## config.mk

```make
export PLATFORM = sky130hd
export DESIGN_NAME = scr_serial_regs
export DESIGN_NICKNAME = d
export VERILOG_FILES = /design/src/design/scr_pkg.sv /design/src/design/scr_pin_sync.sv /design/src/design/scr_serial_regs.sv
export SDC_FILE = /design/constraint.sdc
export NUM_CORES = 1
export LEC_CHECK = 0
export BUFFER_PORTS_ARGS = -buffer_cell sky130_fd_sc_hd__buf_4
export CELL_PAD_IN_SITES_DETAIL_PLACEMENT = 0
export CELL_PAD_IN_SITES_GLOBAL_PLACEMENT = 2
export CORE_UTILIZATION = 36
export CTS_CLUSTER_SIZE = 8
export DETAILED_ROUTE_END_ITERATION = 7
export PLACE_DENSITY_LB_ADDON = 0.1
export SLEW_MARGIN = 20
export SYNTH_ARGS = -nofsm -noshare
export SYNTH_HDL_FRONTEND = slang
export SYNTH_SLANG_ARGS = --single-unit
```

## constraint.sdc

```tcl
create_clock -name clk_sys -period 6.97 [get_ports clk_sys]
set_clock_uncertainty 0.2 [all_clocks]
set_input_delay 0.697 -clock clk_sys [delete_from_list [all_inputs] [get_ports clk_sys]]
set_output_delay 0.697 -clock clk_sys [all_outputs]
set_load 0.02 [all_outputs]
```

## src/design/scr_pkg.sv

```systemverilog
// Constants and encodings shared by the serial control register bank.
package scr_pkg;

  // Frame layout: flag edge, address edges, then data edges.
  localparam int unsigned SCR_FLAG_EDGES = 1;
  localparam int unsigned SCR_ADDR_BITS = 3;
  localparam logic [3:0] SCR_HDR_EDGES = 4'h4;
  localparam logic [3:0] SCR_MAX_EDGES = 4'hE;
  localparam logic [3:0] SCR_FULL_BITS = 4'hA;
  localparam logic [3:0] SCR_AUX_BITS = 4'h8;
  localparam logic [3:0] SCR_CNT_ZERO = 4'h0;
  localparam logic [3:0] SCR_CNT_ONE = 4'h1;

  // Register addresses carried in the frame header.
  localparam logic [2:0] SCR_ADDR_MODE = 3'h0;
  localparam logic [2:0] SCR_ADDR_OUT_MODE = 3'h1;
  localparam logic [2:0] SCR_ADDR_MISC = 3'h2;
  localparam logic [2:0] SCR_ADDR_POWER = 3'h3;
  localparam logic [2:0] SCR_ADDR_CLAMP = 3'h4;
  localparam logic [2:0] SCR_ADDR_GAIN = 3'h5;
  localparam logic [2:0] SCR_ADDR_AUX1 = 3'h6;
  localparam logic [2:0] SCR_ADDR_AUX2 = 3'h7;

  // Bit positions inside the combined single-bit register and the gain register.
  localparam int unsigned SCR_MISC_OFS_BIT = 0;
  localparam int unsigned SCR_MISC_GSRC_BIT = 1;
  localparam int unsigned SCR_MISC_DACPWR_BIT = 2;
  localparam int unsigned SCR_GAIN_AUX_LSB = 2;

  // Reset values.
  localparam logic [1:0] SCR_MODE_RESET = 2'h3;
  localparam logic [1:0] SCR_CODE2_RESET = 2'h0;
  localparam logic [9:0] SCR_GAIN_RESET = 10'h000;
  localparam logic [7:0] SCR_CODE8_RESET = 8'h00;
  localparam logic SCR_BIT_RESET = 1'b0;

  // Operating mode codes.
  localparam logic [1:0] SCR_MODE_ADC = 2'h0;
  localparam logic [1:0] SCR_MODE_AUX = 2'h1;

  // Output mode codes and their fixed patterns.
  localparam logic [1:0] SCR_OUT_NORMAL = 2'h0;
  localparam logic [1:0] SCR_OUT_PAT_A = 2'h1;
  localparam logic [1:0] SCR_OUT_PAT_B = 2'h2;
  localparam logic [1:0] SCR_OUT_HIZ = 2'h3;
  localparam logic [9:0] SCR_PATTERN_A = 10'h155;
  localparam logic [9:0] SCR_PATTERN_B = 10'h2AA;
  localparam logic [9:0] SCR_PATTERN_NONE = 10'h000;

  // Power mode codes.
  localparam logic [1:0] SCR_PWR_HIGH_SPEED = 2'h1;
  localparam logic [1:0] SCR_PWR_STANDBY = 2'h2;
  localparam logic [1:0] SCR_PWR_SHUTDOWN = 2'h3;

  // Clamp level codes and black targets in LSBs.
  localparam logic [1:0] SCR_CLAMP_C0 = 2'h0;
  localparam logic [1:0] SCR_CLAMP_C1 = 2'h1;
  localparam logic [1:0] SCR_CLAMP_C2 = 2'h2;
  localparam logic [6:0] SCR_CLAMP_LSB_C0 = 7'h20;
  localparam logic [6:0] SCR_CLAMP_LSB_C1 = 7'h30;
  localparam logic [6:0] SCR_CLAMP_LSB_C2 = 7'h40;
  localparam logic [6:0] SCR_CLAMP_LSB_C3 = 7'h10;

endpackage

```

## src/design/scr_pin_sync.sv

```systemverilog
// Two-stage synchroniser for the three serial port input pins.
module scr_pin_sync
  import scr_pkg::*;
(
  input wire logic clk_sys,
  input wire logic sys_rst,
  input wire logic [2:0] pin_async,
  output logic [2:0] pin_sync
);

  logic [2:0] meta_reg;
  logic [2:0] sync_reg;

  // Reset value is idle select high; the first stage feeds only the second.
  always_ff @(posedge clk_sys)
  begin
    if (sys_rst)
    begin
      meta_reg <= 3'h1;
      sync_reg <= 3'h1;
    end
    else
    begin
      meta_reg <= pin_async;
      sync_reg <= meta_reg;
    end
  end

  assign pin_sync = sync_reg;

endmodule

```

## src/design/scr_serial_regs.sv

```systemverilog
// Serial control register bank with three-wire port and decoded controls.
//
// Overview of operation
// - Auxiliary gain code is gain upper eight bits.
// - Eight-bit first auxiliary converter code, reset zero.
// - Eight-bit second auxiliary converter code, reset zero.
// - One bit enables even/odd offset correction.
// - Gain source: 0 external pins, 1 internal.
// - Auxiliary converters powered down at 0, on at 1.
// - Eight-bit gain write accepted in auxiliary mode.
// - Shift clock edges after the fourteenth ignored.
// - All registers reset zero, mode resets eleven.
// - Mode 00 direct, 01 auxiliary, else sensor.
// - Output mode normal, 0101, 1010, high impedance.
// - Power normal, high speed, standby, shutdown.
// - Clamp target 32, 48, 64, 16 LSBs.
module scr_serial_regs
  import scr_pkg::*;
(
  input wire logic clk_sys,
  input wire logic sys_rst,
  input wire logic serial_select_line,
  input wire logic serial_shift_clock,
  input wire logic serial_data_line_in,
  output logic serial_data_line_out,
  output logic serial_data_line_oe,
  output logic [1:0] operating_mode,
  output logic [1:0] output_mode,
  output logic [1:0] power_mode,
  output logic [1:0] clamp_level,
  output logic [9:0] gain_code,
  output logic [7:0] first_aux_output_code,
  output logic [7:0] second_aux_output_code,
  output logic offset_correction_enable,
  output logic gain_source_select,
  output logic aux_converter_power,
  output logic image_sensor_mode,
  output logic aux_video_mode,
  output logic direct_adc_mode,
  output logic [7:0] aux_gain_code,
  output logic test_pattern_enable,
  output logic [9:0] test_pattern,
  output logic data_outputs_hiz,
  output logic high_speed_aux,
  output logic reference_standby,
  output logic total_shutdown,
  output logic [6:0] clamp_target_lsb
);

  typedef struct packed {
    logic sel_d;
    logic sck_d;
    logic [3:0] cnt;
    logic read_write_flag;
    logic [2:0] addr;
    logic [9:0] data;
    logic sdo;
    logic sdo_oe;
    logic [1:0] mode;
    logic [1:0] omode;
    logic [1:0] power;
    logic [1:0] clamp;
    logic [9:0] gain;
    logic [7:0] aux1;
    logic [7:0] aux2;
    logic ofs;
    logic gsrc;
    logic dacpwr;
    logic img;
    logic auxm;
    logic adcm;
    logic pat_en;
    logic [9:0] pat;
    logic hiz;
    logic hspd;
    logic standby_pin;
    logic shdn;
    logic [6:0] clamp_lsb;
  } scr_state_t;

  scr_state_t st_reg;
  scr_state_t st_next;
  logic [2:0] pins_s;
  logic sel_s;
  logic sck_s;
  logic sda_s;

  // Decoded controls follow the register fields in the same cycle.
  function automatic scr_state_t scr_decode(input scr_state_t s);
    scr_state_t r;
    r = s;
    r.auxm = (s.mode == SCR_MODE_AUX);
    r.adcm = (s.mode == SCR_MODE_ADC);
    r.img = !r.auxm && !r.adcm;
    r.pat_en = (s.omode == SCR_OUT_PAT_A) || (s.omode == SCR_OUT_PAT_B);
    r.pat = (s.omode == SCR_OUT_PAT_A) ? SCR_PATTERN_A :
      (s.omode == SCR_OUT_PAT_B) ? SCR_PATTERN_B : SCR_PATTERN_NONE;
    r.hiz = (s.omode == SCR_OUT_HIZ);
    r.hspd = (s.power == SCR_PWR_HIGH_SPEED);
    r.standby_pin = (s.power == SCR_PWR_STANDBY);
    r.shdn = (s.power == SCR_PWR_SHUTDOWN);
    case (s.clamp)
      SCR_CLAMP_C0: r.clamp_lsb = SCR_CLAMP_LSB_C0;
      SCR_CLAMP_C1: r.clamp_lsb = SCR_CLAMP_LSB_C1;
      SCR_CLAMP_C2: r.clamp_lsb = SCR_CLAMP_LSB_C2;
      default: r.clamp_lsb = SCR_CLAMP_LSB_C3;
    endcase
    return r;
  endfunction

  // Power-on contents: everything zero except the operating mode, the decoded img and clamp_lsb, and the select history bit, which starts high.
  function automatic scr_state_t scr_reset_state();
    scr_state_t r;
    r = '0;
    r.sel_d = 1'b1;
    r.mode = SCR_MODE_RESET;
    r.omode = SCR_CODE2_RESET;
    r.power = SCR_CODE2_RESET;
    r.clamp = SCR_CODE2_RESET;
    r.gain = SCR_GAIN_RESET;
    r.aux1 = SCR_CODE8_RESET;
    r.aux2 = SCR_CODE8_RESET;
    r.ofs = SCR_BIT_RESET;
    r.gsrc = SCR_BIT_RESET;
    r.dacpwr = SCR_BIT_RESET;
    return scr_decode(r);
  endfunction

  // The pins come from another domain, so they are synchronised first.
  scr_pin_sync u_pin_sync (
    .clk_sys(clk_sys),
    .sys_rst(sys_rst),
    .pin_async({serial_data_line_in, serial_shift_clock, serial_select_line}),
    .pin_sync(pins_s)
  );

  assign sel_s = pins_s[0];
  assign sck_s = pins_s[1];
  assign sda_s = pins_s[2];

  // Readback word for the address held in a state; unused high bits read as zero.
  // It is called inside the frame engine, so no second process feeds back into it.
  function automatic logic [9:0] scr_read_word(input scr_state_t s);
    logic [9:0] w;
    unique case (s.addr)
      SCR_ADDR_MODE: w = {8'h00, s.mode};
      SCR_ADDR_OUT_MODE: w = {8'h00, s.omode};
      SCR_ADDR_MISC: w = {7'h00, s.dacpwr, s.gsrc, s.ofs};
      SCR_ADDR_POWER: w = {8'h00, s.power};
      SCR_ADDR_CLAMP: w = {8'h00, s.clamp};
      SCR_ADDR_GAIN: w = s.gain;
      SCR_ADDR_AUX1: w = {2'h0, s.aux1};
      SCR_ADDR_AUX2: w = {2'h0, s.aux2};
    endcase
    return w;
  endfunction

  // Frame engine: edge detection, shifting, readback drive and commit.
  always_comb
  begin
    logic [3:0] nbits;
    logic [3:0] idx;
    logic sck_rise;
    logic sel_rise;
    logic [9:0] rd_word;
    nbits = SCR_CNT_ZERO;
    idx = SCR_CNT_ZERO;
    rd_word = '0;
    st_next = st_reg;
    sck_rise = sck_s && !st_reg.sck_d;
    sel_rise = sel_s && !st_reg.sel_d;
    st_next.sel_d = sel_s;
    st_next.sck_d = sck_s;
    // A write lands only when select rises; a frame cut short of its data is dropped unless it is a gain write of eight or more bits in auxiliary mode.
    if (sel_rise && !st_reg.read_write_flag && st_reg.cnt >= SCR_HDR_EDGES)
    begin
      nbits = st_reg.cnt - SCR_HDR_EDGES;
      if (nbits >= SCR_FULL_BITS)
      begin
        unique case (st_reg.addr)
          SCR_ADDR_MODE: st_next.mode = st_reg.data[1:0];
          SCR_ADDR_OUT_MODE: st_next.omode = st_reg.data[1:0];
          SCR_ADDR_MISC:
          begin
            st_next.ofs = st_reg.data[SCR_MISC_OFS_BIT];
            st_next.gsrc = st_reg.data[SCR_MISC_GSRC_BIT];
            st_next.dacpwr = st_reg.data[SCR_MISC_DACPWR_BIT];
          end
          SCR_ADDR_POWER: st_next.power = st_reg.data[1:0];
          SCR_ADDR_CLAMP: st_next.clamp = st_reg.data[1:0];
          SCR_ADDR_GAIN: st_next.gain = st_reg.data;
          SCR_ADDR_AUX1: st_next.aux1 = st_reg.data[7:0];
          SCR_ADDR_AUX2: st_next.aux2 = st_reg.data[7:0];
        endcase
      end
      else if (nbits >= SCR_AUX_BITS && st_reg.addr == SCR_ADDR_GAIN &&
        st_reg.mode == SCR_MODE_AUX)
      begin
        st_next.gain[9:SCR_GAIN_AUX_LSB] = st_reg.data[7:0];
      end
    end
    if (sel_s)
    begin
      // Idle: counter cleared and the data line released.
      st_next.cnt = SCR_CNT_ZERO;
      st_next.sdo_oe = 1'b0;
      st_next.sdo = 1'b0;
    end
    else if (sck_rise && st_reg.cnt < SCR_MAX_EDGES)
    begin
      if (st_reg.cnt == SCR_CNT_ZERO)
      begin
        st_next.read_write_flag = sda_s;
        st_next.data = SCR_GAIN_RESET;
      end
      else if (st_reg.cnt < SCR_HDR_EDGES)
      begin
        idx = st_reg.cnt - SCR_CNT_ONE;
        st_next.addr[idx[1:0]] = sda_s;
      end
      else
      begin
        idx = st_reg.cnt - SCR_HDR_EDGES;
        st_next.data[idx] = sda_s;
      end
      st_next.cnt = st_reg.cnt + SCR_CNT_ONE;
      // Next readback bit goes out right after the edge so it is stable by the next one.
      if (st_next.read_write_flag && st_next.cnt >= SCR_HDR_EDGES && st_next.cnt < SCR_MAX_EDGES)
      begin
        idx = st_next.cnt - SCR_HDR_EDGES;
        rd_word = scr_read_word(st_next);
        st_next.sdo = rd_word[idx];
        st_next.sdo_oe = 1'b1;
      end
      else
      begin
        st_next.sdo = 1'b0;
        st_next.sdo_oe = 1'b0;
      end
    end
    st_next = scr_decode(st_next);
  end

  // Synchronous reset stands in for the power-on reset.
  always_ff @(posedge clk_sys)
  begin
    if (sys_rst)
      st_reg <= scr_reset_state();
    else
      st_reg <= st_next;
  end

  // Every output is a field of the state register.
  assign serial_data_line_out = st_reg.sdo;
  assign serial_data_line_oe = st_reg.sdo_oe;
  assign operating_mode = st_reg.mode;
  assign output_mode = st_reg.omode;
  assign power_mode = st_reg.power;
  assign clamp_level = st_reg.clamp;
  assign gain_code = st_reg.gain;
  assign first_aux_output_code = st_reg.aux1;
  assign second_aux_output_code = st_reg.aux2;
  assign offset_correction_enable = st_reg.ofs;
  assign gain_source_select = st_reg.gsrc;
  assign aux_converter_power = st_reg.dacpwr;
  assign image_sensor_mode = st_reg.img;
  assign aux_video_mode = st_reg.auxm;
  assign direct_adc_mode = st_reg.adcm;
  assign aux_gain_code = st_reg.gain[9:SCR_GAIN_AUX_LSB];
  assign test_pattern_enable = st_reg.pat_en;
  assign test_pattern = st_reg.pat;
  assign data_outputs_hiz = st_reg.hiz;
  assign high_speed_aux = st_reg.hspd;
  assign reference_standby = st_reg.standby_pin;
  assign total_shutdown = st_reg.shdn;
  assign clamp_target_lsb = st_reg.clamp_lsb;

endmodule

```

==> results.ini <==
[run_status]
status = finished clean

[setup_path]
crit_path_top_delay_cell = nor4_1
crit_cells = 10
reg2reg_depth = 10
rr_startpoint = st_reg[80]$_SDFFE_PP0P_
critPathLaunch = st_reg[80]$_SDFFE_PP0P_
cp.buffers_inverters = 1
endpoint = serial_data_line_out$_SDFFE_PP0P_
critical_path.max_fanout = 12
max_stage_delay_ns = 0.64
start_kind = flip-flop
crit_path_frequent_cell = mux2i_1
timing.rr.end = serial_data_line_out$_SDFFE_PP0P_
critPathKind = reg2reg
critPathTopFamily = simple AND/OR/NAND/NOR gates
crit_required_ns = 6.99
worstPathArrival_ns = 3.97
crit_chain = inv_1 > ha_1 > or4b_4 > nor4_1 > mux2i_1 > mux2i_1 > a21oi_1 > o221a_2 > o2111ai_1 > o31a_1
worstSetupEndpointType = flip-flop
reg2reg_slack_ns = 3.02

[final_layout]
drive_gt1_share_pct = 21.8
largest_reg_flops = 20
antenna_cells = 0
area_growth_syn_to_layout_pct = 12.3
nets = 502

[logic_synthesis]
ys_top_cells_by_area = dfxtp_1, buf_4, mux2i_1, ha_1, nor2_1
synthSimpleGateAreaFrac_pct = 18.8
netlist.area_leader.share_pct = 37.4
synth_most_common_cell = dfxtp_1
synthMuxAreaShare_pct = 8.29
synth_compound_area_share_pct = 15.5
synth_seq_cells = 77
synthXorXnorAreaFrac_pct = 0.850
synth_seq_area_share_pct = 37.4
synth_top_family_by_area = simple AND/OR/NAND/NOR gates
synth-edff-count = 0
synth_warnings = 0
synth_commonest_cells = dfxtp_1, buf_4, nor2_1
syn_area_mm2 = 0.00412
yosys.area.top_type = dfxtp_1
synthAdderAreaFrac_pct = 4.56
synth_cell_types = 55
async_flop_share_pct = 0
postSynthAreaPerCell_um2 = 8.60
synthCells = 479
ys.flop_type = dfxtp_1

[timing]
rsz0062_at_grt = false
finalSetupViolations = 0
min_period_over_period_pct = 56.6
fmax_ghz = 0.253
worst_slack_ns = 3.02
max_slew_margin_pct = 29.5
hold_violations = 0
tightest_slew_ns = 1.03
setup_tns_ns = 0
slew_violations = 0
period_needed_ns = 3.95
hold_ws_ns = 0.210

[routing]
drt_first_pass_iters = 5
totalWireLength_mm = 10.7
drt_iter0_markers = 257
drc_errors = 0
vias = 3314
wl_per_cell_um = 17.1
ant_nets = 0
viasPerCell = 5.29

[clock_tree]
clk_latency_ns = 0.33
ctsResizeCount = 0
clk_pin_slew_ns = 0.06
cts_sinks = 77
cts_hold_buf = 0
clock_path_buffers = 2
post_cts_buffers = 0
cts_tree = done
cts_buffers = 9
h-tree-depth = 3
clock-root-buffer = clkbuf_16

[flow_run]
cap_violations = 0

[floorplanning]
io_pins = 77
rows = 38
die_y_um = 109
dieWidth_um = 109
start_util_pct = 37.5
core_area_mm2 = 0.0110
die-area_mm2 = 0.0119

[grt]
top_usage_layer = met2
grt_usage_pct = 19.2
grt_pass1_wl_mm = 16.9
use_met3_pct = 5.02
grt_antenna_before_repair = 0
use_met1_pct = 26.0
grt_pass1_vias = 3105
grt_overflow = 0
grt_max_degree = 66
met2_usage_pct = 29.2

[placed_design]
globalplace.congestion = 0.846
io_buffers = 72
dp_hpwl_mm = 7.84
place_ws_ns = 2.97

[worst_hold_path]
hp-class = reg2reg

[power_and_ir_drop]
power.leakage_nw = 1.99
p_per_area_mw_per_mm2 = 207
irDropWorstVdd_mv = 0.163

==> area by class of cell <==
class,count,area (µm²)
multi-input cells,306,1990
fillers,1121,6360
repair buffers,73,548
flip-flops and latches,77,1540
clock buffers,10,229
inverters,15,56.3
well taps,140,175
clock inverters,6,87.6
==> kinds of logic after synthesis <==
group | after synthesis
compound gates | 100
xor+xnor | 4
fa+ha+maj | 15
buf+inv | 99
flops | 77
mux | 32
other cells | 1
simple gates | 151
==> metal layers <==
metal | share of wire (%) | wire, µm | vias to the layer above
met5 | 0 | 0 | -
met4 | 1.9 | 205 | 0
met3 | 6.3 | 671 | 12
met2 | 45 | 4810 | 121
met1 | 47 | 5020 | 1564
li1 | - | - | 1617
==> worst reg2reg max path: cells and delay by family, from the launching register on <==
family | cells | cell delay, ns
and+or+nand+nor | 2 | 1.22
AOI/OAI and AO/OA | 4 | 0.87
muxes | 2 | 0.60
DFF | 1 | 0.43
adders and majority gates | 1 | 0.39
buffers and inverters | 1 | 0.14
==> per-stage QoR <==
step	power [W]	std cells	util (%)	area (µm²)
finish	0.000958	627	42.1	4630
global route	0.000992	627	42.1	4630
CTS	0.000971	627	42.1	4630
detailed placement	0.000472	611	39.2	4310
global placement	0.000472	611	39.2	4310
floorplan	0.000468	482	-	4130
==> where the power goes <==
part	switching [W]	internal, W	total (W)
Combinational	0.0000129	0.00000493	0.0000179
Clock	0.000183	0.000313	0.000496
Sequential	0.00000170	0.000442	0.000444
Total	0.000198	0.000761	0.000958
==> worst min-delay path by stage <==
stage                                                    to  depth (start not counted)  slack, ns                               from
after floorplan           u_pin_sync.pin_sync[0]$_SDFF_PP1_                          1       0.19  u_pin_sync.meta_reg[0]$_SDFF_PP1_
final                     u_pin_sync.pin_sync[0]$_SDFF_PP1_                          1       0.21  u_pin_sync.meta_reg[0]$_SDFF_PP1_
after global placement    u_pin_sync.pin_sync[0]$_SDFF_PP1_                          1       0.19  u_pin_sync.meta_reg[0]$_SDFF_PP1_
after CTS                 u_pin_sync.pin_sync[0]$_SDFF_PP1_                          1       0.21  u_pin_sync.meta_reg[0]$_SDFF_PP1_
after global routing      u_pin_sync.pin_sync[0]$_SDFF_PP1_                          1       0.23  u_pin_sync.meta_reg[0]$_SDFF_PP1_
after detailed placement  u_pin_sync.pin_sync[0]$_SDFF_PP1_                          1       0.20  u_pin_sync.meta_reg[0]$_SDFF_PP1_
==> placed cells by master, fill, tap and decap left out, types with 3 or more instances in the layout <==
cell       Yosys  final
xnor2_1        4      4
or2_2          3      3
nor3_1         8      8
clkbuf_16      0      9
mux2_2         8      8
buf_4         59     73
conb_1         1      4
a22oi_1        5      5
nand2b_1       6      6
nand3_1       19     19
o21ai_0       23     23
o211ai_1       3      3
o22ai_1        9      9
a211oi_1       4      4
mux2i_1       21     21
and2_1         6      6
dfxtp_1       77     77
a31oi_1        5      5
a21oi_1       27     27
nor2b_1       18     18
nand2_1       27     27
o22a_1         6      6
inv_1         15     15
ha_1          15     15
nor2_1        44     44
nand4_1        4      4
Power figures use the tool's default switching activity.
